<file path="config.mk">
export PLATFORM = sky130hd
export DESIGN_NAME = swrm_monitor
export DESIGN_NICKNAME = d
export VERILOG_FILES = /design/src/swrm_pkg.sv /design/src/swrm_monitor.sv /design/src/swrm_sync.sv
export SDC_FILE = /design/constraint.sdc
export NUM_CORES = 1
export LEC_CHECK = 0
export BUFFER_PORTS_ARGS = -buffer_cell sky130_fd_sc_hd__buf_2
export CAP_MARGIN = 20
export CORE_MARGIN = 4
export CORE_UTILIZATION = 53
export DETAILED_ROUTE_END_ITERATION = 12
export PLACE_DENSITY = 0.74
export SLEW_MARGIN = 20
export SYNTH_ARGS = -nofsm -noshare
export SYNTH_HDL_FRONTEND = slang
export SYNTH_SLANG_ARGS = --single-unit
</file>
<file path="constraint.sdc">
create_clock -name sys_clk -period 3.5 [get_ports sys_clk]
set_input_delay 0.35 -clock sys_clk [delete_from_list [all_inputs] [get_ports sys_clk]]
set_output_delay 0.35 -clock sys_clk [all_outputs]
set_load 0.1 [all_outputs]
</file>
<file path="src/swrm_pkg.sv">
package swrm_pkg;

   localparam int unsigned CLK_HZ = 10_000_000;

   // timing figures in microseconds, as printed
   localparam int unsigned PRIMARY_HOLD_US   = 50_000;
   localparam int unsigned SECONDARY_HOLD_US = 60_000;
   localparam int unsigned SECONDARY_EXTRA_US = 10_000;
   localparam int unsigned WDT_SEL0_US = 750;
   localparam int unsigned WDT_TIMEOUT_SELECT_LOW_US = 1_500;
   localparam int unsigned WDT_TIMEOUT_SELECT_HIGH_US = 12_500;
   localparam int unsigned WDT_SEL3_US = 25_000;

   // least times scale by whole cycles per microsecond, rate rounded down
   localparam int unsigned CYC_PER_US = CLK_HZ / 1_000_000;
   localparam int unsigned PRIMARY_HOLD_CYC   = PRIMARY_HOLD_US * CYC_PER_US;
   localparam int unsigned SECONDARY_EXTRA_CYC = SECONDARY_EXTRA_US * CYC_PER_US;
   localparam int unsigned WDT_SEL0_CYC = WDT_SEL0_US * CYC_PER_US;
   localparam int unsigned WDT_TIMEOUT_SELECT_LOW_CYC = WDT_TIMEOUT_SELECT_LOW_US * CYC_PER_US;
   localparam int unsigned WDT_TIMEOUT_SELECT_HIGH_CYC = WDT_TIMEOUT_SELECT_HIGH_US * CYC_PER_US;
   localparam int unsigned WDT_SEL3_CYC = WDT_SEL3_US * CYC_PER_US;

   localparam int CNT_W = 24;

   typedef struct packed {
      logic timeout_select_high;
      logic timeout_select_low;
   } swrm_sel_type;

   typedef struct packed {
      logic primary_reset_n;
      logic secondary_reset_n;
   } swrm_rst_type;

   typedef enum logic [3:0] {
      ST_RUN     = 4'b0001,
      ST_FAULT   = 4'b0010,
      ST_HOLD1   = 4'b0100,
      ST_HOLD2   = 4'b1000
   } swrm_state_type;

endpackage

</file>
<file path="src/swrm_monitor.sv">
// Summary of operation
// - supply fault drops both resets same cycle
// - resets held during fault; release 50/60 ms
// - watchdog silent for timeout asserts both resets
// - watchdog reset: primary 50 ms, secondary +10
// - watchdog count restarts when primary releases
// - two selects choose 0.75/1.5/12.5/25 ms
// - every edge of activity line restarts count
module swrm_monitor
   import swrm_pkg::*;
#(
   parameter int unsigned PRIMARY_CYC   = swrm_pkg::PRIMARY_HOLD_CYC,
   parameter int unsigned SECONDARY_CYC = swrm_pkg::SECONDARY_EXTRA_CYC,
   parameter int unsigned WDT0_CYC      = swrm_pkg::WDT_SEL0_CYC,
   parameter int unsigned WDT1_CYC      = swrm_pkg::WDT_TIMEOUT_SELECT_LOW_CYC,
   parameter int unsigned WDT2_CYC      = swrm_pkg::WDT_TIMEOUT_SELECT_HIGH_CYC,
   parameter int unsigned WDT3_CYC      = swrm_pkg::WDT_SEL3_CYC
)
(
   // clock and reset
   input  wire logic                   sys_clk,
   input  wire logic                   arst_n,
   // supply comparator, high while supply is good
   input  wire logic                   monitored_supply,
   // processor side
   input  wire logic                   watchdog_activity_line,
   input  wire swrm_pkg::swrm_sel_type timeout_sel,
   // reset outputs, active low
   output swrm_pkg::swrm_rst_type      reset_out
);
   import swrm_pkg::*;

   logic                   supply_ok;
   logic                   wdi_sync;
   logic                   wdi_prev;
   logic                   wdi_edge;
   logic [CNT_W-1:0]       wdt_cnt;
   logic [CNT_W-1:0]       wdt_limit;
   logic [CNT_W-1:0]       hold_cnt;
   logic                   wdt_expire;
   swrm_state_type         state;
   swrm_state_type         next_state;
   logic                   sel_hi_s;
   logic                   sel_lo_s;

   swrm_sync u_sync_sup
   (
      .sys_clk  (sys_clk),
      .arst_n   (arst_n),
      .async_in (monitored_supply),
      .sync_out (supply_ok)
   );

   swrm_sync u_sync_wdi
   (
      .sys_clk  (sys_clk),
      .arst_n   (arst_n),
      .async_in (watchdog_activity_line),
      .sync_out (wdi_sync)
   );

   swrm_sync u_sync_shi
   (
      .sys_clk  (sys_clk),
      .arst_n   (arst_n),
      .async_in (timeout_sel.timeout_select_high),
      .sync_out (sel_hi_s)
   );

   swrm_sync u_sync_slo
   (
      .sys_clk  (sys_clk),
      .arst_n   (arst_n),
      .async_in (timeout_sel.timeout_select_low),
      .sync_out (sel_lo_s)
   );

   function automatic logic [CNT_W-1:0] pick_limit(input logic hi,
                                                  input logic lo);
      case ({hi, lo})
         2'b00:   pick_limit = CNT_W'(WDT0_CYC);
         2'b01:   pick_limit = CNT_W'(WDT1_CYC);
         2'b10:   pick_limit = CNT_W'(WDT2_CYC);
         default: pick_limit = CNT_W'(WDT3_CYC);
      endcase
   endfunction

   assign wdt_limit  = pick_limit(sel_hi_s, sel_lo_s);
   assign wdi_edge   = wdi_sync ^ wdi_prev;
   // watchdog runs whenever primary reset is released
   assign wdt_expire = (state == ST_RUN || state == ST_HOLD2)
                       && (wdt_cnt >= wdt_limit - 1'b1);

   // previous sample of the activity line
   always_ff @(posedge sys_clk or negedge arst_n)
   begin
      if (!arst_n)
         wdi_prev <= 1'b0;
      else
         wdi_prev <= wdi_sync;
   end

   // watchdog count, only runs with primary reset released
   always_ff @(posedge sys_clk or negedge arst_n)
   begin
      if (!arst_n)
         wdt_cnt <= '0;
      else if (!(state == ST_RUN || state == ST_HOLD2) || wdi_edge
               || !supply_ok)
         wdt_cnt <= '0;
      else if (!wdt_expire)
         wdt_cnt <= wdt_cnt + 1'b1;
   end

   always_comb
   begin
      next_state = state;
      case (state)
         ST_RUN:
            if (!supply_ok)
               next_state = ST_FAULT;
            else if (wdt_expire)
               next_state = ST_HOLD1;
         ST_FAULT:
            if (supply_ok)
               next_state = ST_HOLD1;
         ST_HOLD1:
            if (!supply_ok)
               next_state = ST_FAULT;
            else if (hold_cnt == CNT_W'(PRIMARY_CYC - 1))
               next_state = ST_HOLD2;
         ST_HOLD2:
            if (!supply_ok)
               next_state = ST_FAULT;
            else if (wdt_expire)
               next_state = ST_HOLD1;
            else if (hold_cnt == CNT_W'(SECONDARY_CYC - 1))
               next_state = ST_RUN;
         default:
            next_state = ST_FAULT;
      endcase
   end

   always_ff @(posedge sys_clk or negedge arst_n)
   begin
      if (!arst_n)
         state <= ST_FAULT;
      else
         state <= next_state;
   end

   // hold timer, restarts on every state change
   always_ff @(posedge sys_clk or negedge arst_n)
   begin
      if (!arst_n)
         hold_cnt <= '0;
      else if (next_state != state)
         hold_cnt <= '0;
      else if (state == ST_HOLD1 || state == ST_HOLD2)
         hold_cnt <= hold_cnt + 1'b1;
   end

   // registered outputs; fault drops both in one cycle
   always_ff @(posedge sys_clk or negedge arst_n)
   begin
      if (!arst_n)
         reset_out <= '0;
      else
      begin
         reset_out.primary_reset_n   <= (next_state == ST_HOLD2) ||
                                        (next_state == ST_RUN);
         reset_out.secondary_reset_n <= (next_state == ST_RUN);
      end
   end

   both_low_a: assert property (@(posedge sys_clk) disable iff (!arst_n)
      $fell(supply_ok) |=> !reset_out.primary_reset_n
                           && !reset_out.secondary_reset_n)
      else $error("supply fault did not drop both resets");

   fault_hold_a: assert property (@(posedge sys_clk) disable iff (!arst_n)
      !supply_ok |=> !reset_out.primary_reset_n)
      else $error("primary reset released during fault");

   order_a: assert property (@(posedge sys_clk) disable iff (!arst_n)
      reset_out.secondary_reset_n |-> reset_out.primary_reset_n)
      else $error("secondary released before primary");

   expire_a: assert property (@(posedge sys_clk) disable iff (!arst_n)
      wdt_expire && supply_ok |=> !reset_out.primary_reset_n
                                  && !reset_out.secondary_reset_n)
      else $error("watchdog expiry did not assert resets");

   restart_a: assert property (@(posedge sys_clk) disable iff (!arst_n)
      $rose(reset_out.primary_reset_n) |-> wdt_cnt == '0)
      else $error("watchdog count not restarted");

   edge_clear_a: assert property (@(posedge sys_clk) disable iff (!arst_n)
      wdi_edge |=> wdt_cnt == '0)
      else $error("activity edge did not restart count");

   limit_sel_a: assert property (@(posedge sys_clk) disable iff (!arst_n)
      sel_hi_s && sel_lo_s |-> wdt_limit == CNT_W'(WDT3_CYC))
      else $error("wrong timeout for select 11");

   hold2_len_a: assert property (@(posedge sys_clk) disable iff (!arst_n)
      state == ST_HOLD2 && hold_cnt == CNT_W'(SECONDARY_CYC - 1)
      && supply_ok && !wdt_expire |=> state == ST_RUN)
      else $error("secondary hold length wrong");

endmodule // swrm_monitor

</file>
<file path="src/swrm_sync.sv">
module swrm_sync
(
   // clock and reset
   input  wire logic sys_clk,
   input  wire logic arst_n,
   // asynchronous level in, synchronised out
   input  wire logic async_in,
   output logic      sync_out
);
   logic stage1;

   always_ff @(posedge sys_clk or negedge arst_n)
   begin
      if (!arst_n)
      begin
         stage1   <= 1'b0;
         sync_out <= 1'b0;
      end
      else
      begin
         stage1   <= async_in;
         sync_out <= stage1;
      end
   end
endmodule // swrm_sync

</file>
## After elaboration in Yosys (flattened, before gate mapping)

Index checks and enable logic that the tools add are counted.

- Flip-flop bits (word level): 63
- Output and inout bits: 2
- Input bits: 6

- Add/sub/neg operators: 3
- Reductions and logical operators: 10
- Bitwise gates (word level): 1
- $lt $le $gt $ge: 1
- Equal/unequal tests: 12
- Muxes and demuxes: 14

Operators by type and width:

| kind | count |
|---|---|
| $mux 24 | 4 |
| $pmux 18 s3 | 1 |
| $add 24x1->24 const B | 2 |
| $mux 4 | 8 |
| $eq 24x17->1 const B | 1 |
| $eq 24x19->1 const B | 1 |
| $ge 24x24->1 | 1 |
| $sub 24x1->24 const B | 1 |
| $pmux 4 s4 | 1 |
| $eq 4x1->1 const B | 2 |
| $eq 4x4->1 const B | 2 |
| $logic_or 1x1->1 | 5 |
| $eq 4x2->1 const B | 1 |
| $eq 4x3->1 const B | 1 |
| $ne 4x4->1 | 1 |
| $eq 2x1->1 const B | 1 |
| $eq 2x2->1 const B | 1 |
| $logic_not 1->1 | 2 |
| $logic_not 2->1 | 1 |
| $ne 2x1->1 const B | 1 |
| $reduce_bool 2->1 | 1 |
| $logic_and 1x1->1 | 1 |
| $xor 1x1->1 | 1 |

## Depth between registers and ports, before layout

- Word-level depth: 10
- Mapped depth: 14
- Mapped depth without buffers: 13

## Hierarchy

Synthesis repeated with hierarchy kept, for this count alone.

- Cell total of the unflattened synthesis: 373
- Area, all modules: 3627.2 um2

Modules (own cells, without submodules):

| module | area an instance (um2) | times used | cells each |
|---|---|---|---|
| swrm_monitor | 3427.0 | 1 | 365 |
| swrm_sync | 50.0 | 4 | 2 |

## Worst setup path before layout

No wires, ideal clock.

- Path type: flip-flop to flip-flop
- Start point: register u_sync_shi.sync_out
- End point: register wdt_cnt[4]
- Data required time: 3.422 ns
- Buffers on the path: 0
- Arrival time: 2.745 ns
- Library setup time: 0.078 ns
- Setup slack: 0.676 ns
- Cell stages (with the launch flop): 11
- Period minus slack after synthesis: 2.824 ns
- Cell sequence: dfrtp_1 ha_1 or4_1 ha_1 a21oi_1 o21ai_0 o21ai_1 nand3_2 and2_0 or3_1 a21oi_1

- Cells in the longest elaborated chain, start to end: 6
- Elaborated cells on any way between the ends: 8

Ends and longest elaborated chain:

| item | RTL line | source |
|---|---|---|
| from (decl) | swrm_sync.sv:8 | `output logic sync_out` |
| from (signal assigned) | swrm_sync.sv:22 | `sync_out <= stage1;` |
| $eq 2x2->1 (tied with other cells) | swrm_monitor.sv:80 | `case ({hi, lo})` |
| $pmux 18 s3 (*) | swrm_monitor.sv:80 |  |
| $sub 24x1->24 (*) | swrm_monitor.sv:92 | `&& (wdt_cnt >= wdt_limit - 1'b1);` |
| $ge 24x24->1 (*) | swrm_monitor.sv:92 |  |
| $logic_and 1x1->1 (*) | swrm_monitor.sv:92 |  |
| $ne 2x1->1 (no source line) (*) | - |  |
| to (signal assigned) | swrm_monitor.sv:112 | `wdt_cnt <= wdt_cnt + 1'b1;` |
| to (decl) | swrm_monitor.sv:37 | `logic [CNT_W-1:0] wdt_cnt;` |

Mark *: on every way between the ends. The rest lies on a longest branch, timed or not.
A chain may end at the register's enable or synchronous reset.

## Final worst setup path

- Start point: register u_sync_slo.sync_out
- End point: register hold_cnt[0]

- Cells in the longest elaborated chain, start to end: 10
- Elaborated cells on any way between the ends: 15

Ends and longest elaborated chain:

| item | RTL line | source |
|---|---|---|
| from (decl) | swrm_sync.sv:8 |  |
| from (signal assigned) | swrm_sync.sv:22 |  |
| $eq 2x2->1 (tied with other cells) | swrm_monitor.sv:80 |  |
| $pmux 18 s3 (*) | swrm_monitor.sv:80 |  |
| $sub 24x1->24 (*) | swrm_monitor.sv:92 |  |
| $ge 24x24->1 (*) | swrm_monitor.sv:92 |  |
| $logic_and 1x1->1 (*) | swrm_monitor.sv:92 |  |
| $mux 4 (on tied branches) | swrm_monitor.sv:135, swrm_monitor.sv:122 |  |
| $mux 4 (on tied branches) | swrm_monitor.sv:133, swrm_monitor.sv:120 |  |
| $pmux 4 s4 (*) | swrm_monitor.sv:118 | `case (state)` |
| $ne 4x4->1 (*) | swrm_monitor.sv:157 | `else if (next_state != state)` |
| $mux 24 or $reduce_bool 2->1 (tied branches) | - |  |
| to (signal assigned) | swrm_monitor.sv:160 | `hold_cnt <= hold_cnt + 1'b1;` |
| to (decl) | swrm_monitor.sv:39 | `logic [CNT_W-1:0] hold_cnt;` |

Marks and branches as above.

==> flow_metrics.tcl <==
set metrics [dict create \
    first_pass_iters 4 \
    clock_sinks 63 \
    grt_antenna_before_repair 0 \
    ys.flop_type "dfrtp_1" \
    die-height_um 89.62 \
    clkSlewWorstSetupHoldPaths_ns 0.07 \
    regToRegSetupSlack_ns 0.28 \
    fmax_mhz 310.8 \
    leakage_uw 0.001675 \
    synth_fp_nets 397 \
    placed_cell_area_um2 3620 \
    syn_area_um2 3531 \
    start_util 0.5498 \
    startpoint_type "register" \
    yosys.area.top_type "dfrtp_1" \
    groute.usage.overall 0.1890 \
    synth_cell_types 46 \
    dr_total_vias 2591 \
    route.detailed.drc 0 \
    synth_warnings 0 \
    slowest_stage "or4_1" \
    cts_inserted_buffers 9 \
    ys_top_cells_by_area "dfrtp_1 (44%), ha_1 (9.2%), nor2_1 (6.7%)" \
    ys_seq_area_frac 0.4468 \
    critPathMostFrequentCell "ha_1" \
    worst-path-max-fanout 24 \
    final_hold_viol_count 0 \
    synth_edf_count 0 \
    via_per_inst 5.695 \
    maxCapViolations 0 \
    syn_to_final_growth_pct 7.477 \
    antenna_cells 0 \
    rsz0062_at_grt "false" \
    clock_latency_ns 0.34 \
    cts_htree_levels 3 \
    drt_iter0_markers 142 \
    dpl_worst_slack_ns 0.2849 \
    timing.final.ws_setup_ns 0.2825 \
    finalCriticalPeriod_ns 3.217 \
    grt_pass1_vias 2563 \
    ioPinCount 8 \
    netlist_instances 365 \
    p_per_area_nw_per_um2 386.1 \
    slew_violations 0 \
    grt_overflow_total 0 \
    status "finished clean" \
    die-area_um2 8032 \
    drive_gt1_frac 0.08730 \
    layout.cells.most_common_list "nor2_1 (63), dfrtp_1 (62), nand2_1 (29)" \
    grt_max_degree 41 \
    finalSetupViolCount 0 \
    post_cts_buffers 0 \
    max-slew-margin-rel 0.4309 \
    fin_area_um2 3795 \
    cp_cell_sequence "inv_1 -> ha_1 -> or4_1 -> ha_1 -> a21oi_1 -> o21ai_0 -> o21ai_1 -> nand3_2 -> buf_4 -> o22ai_1 -> nand2_2 -> nor2_1" \
    wl_per_cell_um 14.65 \
    synth_seq_cells 63 \
    whs_ns 0.1149 \
    path_class "register to register" \
    ys_async_sr_fraction 1.000 \
    syn_avg_cell_area_um2 9.674 \
    cts-root-buf "clkbuf_8" \
    yosys.area.top_type_share 0.4394 \
    nets 405 \
    core_um2 6422 \
    crit_path_end_kind "register" \
    worstPathArrival_ns 3.48 \
    routed_wl_um 6666 \
    place_congestion 0.8524 \
    io_buffers 7 \
    tightest_slew_ns 0.8537 \
    die_w_um 89.62 \
    peakVddDrop_v 0.0001580 \
    clk_path_buf_depth 2 \
    detail-route-antenna-nets 0 \
    grt_pass1_wl_um 11810 \
    cts_tree "built" \
    slowest_delay_ns 0.48 \
    fin_crit_sh 0.9193 \
    finClkSkew_ns 0.006801 \
    hold_class "primary input to register" \
    cts-resized-gates 0 \
    dp.final_hpwl_um 4611 \
    final_common_cell "nor2_1" \
    ctsHoldBuffers 0 \
    setup_tns_ns 0 \
    cp.required_ns 3.76 \
    rows 29 \
]
[critical path: cells and delay by family (launching register included)]
family	cells	cell delay, ns
buf+inv	2	0.39
simple gates	4	1.16
fa+ha+maj	2	0.53
flops	1	0.46
compound gates	4	0.60
[sequential cells by signal, indices dropped and copies added, names as in the netlist, 2 cells and up]
register / cells
state: 4
hold_cnt: 24
reset_out: 2
wdt_cnt: 24
[power breakdown]
| group | switching [µW] | internal, µW | total, µW |
|---|---|---|---|
| combinational | 96.1 | 42.4 | 138 |
| sequential | 21.6 | 744 | 766 |
| clock | 270 | 291 | 561 |
[cell usage after synthesis (all sizes together) (3+ instances only)]
cell / instances
ha: 26
inv: 9
nand3: 14
o21ai: 8
xor2: 21
dfrtp: 62
and3: 11
buf: 4
nand4: 14
and4: 3
or3: 4
nor4: 6
nand2: 30
clkbuf: 9
nor3: 4
or4b: 3
nor2: 63
a21oi: 19
xnor2: 19
nor4b: 6
a211oi: 8
[layout make-up]
class	instances	area, µm²
inverter	9	33.78
timing repair buffer	10	57.56
clock inverter	4	20.02
tap	77	96.34
clock buffer	12	155.1
fill	546	2628
sequential	63	1578
multi-input combinational	280	1854
[kinds of logic (layout without fill, tap and decap cells)]
family | count (synthesis) | in the layout | synth area share
fa+ha+maj | 26 | 26 | 0.09213
flops | 63 | 63 | 0.4468
simple gates | 168 | 168 | 0.2541
compound gates | 44 | 44 | 0.07406
buf+inv | 22 | 35 | 0.02799
xor+xnor | 40 | 40 | 0.09922
mux | 2 | 2 | 0.005670
[worst paths after layout]
kind | from | endpoint | depth (start not counted)
worst max-delay path | u_sync_slo.sync_out | hold_cnt[0] | 12
worst min-delay path | timeout_sel[1] | u_sync_shi.stage1 | 1
worst max register to register | u_sync_slo.sync_out | hold_cnt[0] | 12
worst min register to register | u_sync_shi.stage1 | u_sync_shi.sync_out | 0
max in group asynchronous | arst_n | wdt_cnt[8] | 2
min in group asynchronous | arst_n | wdt_cnt[22] | 1
[routing by layer]
| layer | GRT usage | wire length, µm |
|---|---|---|
| met1 | 0.2564 | 3266 |
| met2 | 0.2926 | 3069 |
| met3 | 0.03376 | 219 |
| met4 | 0.09066 | 110 |
| met5 | 0 | 0 |
[metrics by stage]
| step | power [µW] | instances | utilization |
|---|---|---|---|
| detailed placement | 919.2 | 439 | 0.5636 |
| CTS | 1481 | 455 | 0.5909 |
| global placement | 914.7 | 439 | 0.5636 |
| floorplan | 890.5 | 365 | - |
| finish | 1465 | 455 | 0.5909 |
| global route | 1539 | 455 | 0.5909 |
(Power assumes the default switching activity.)
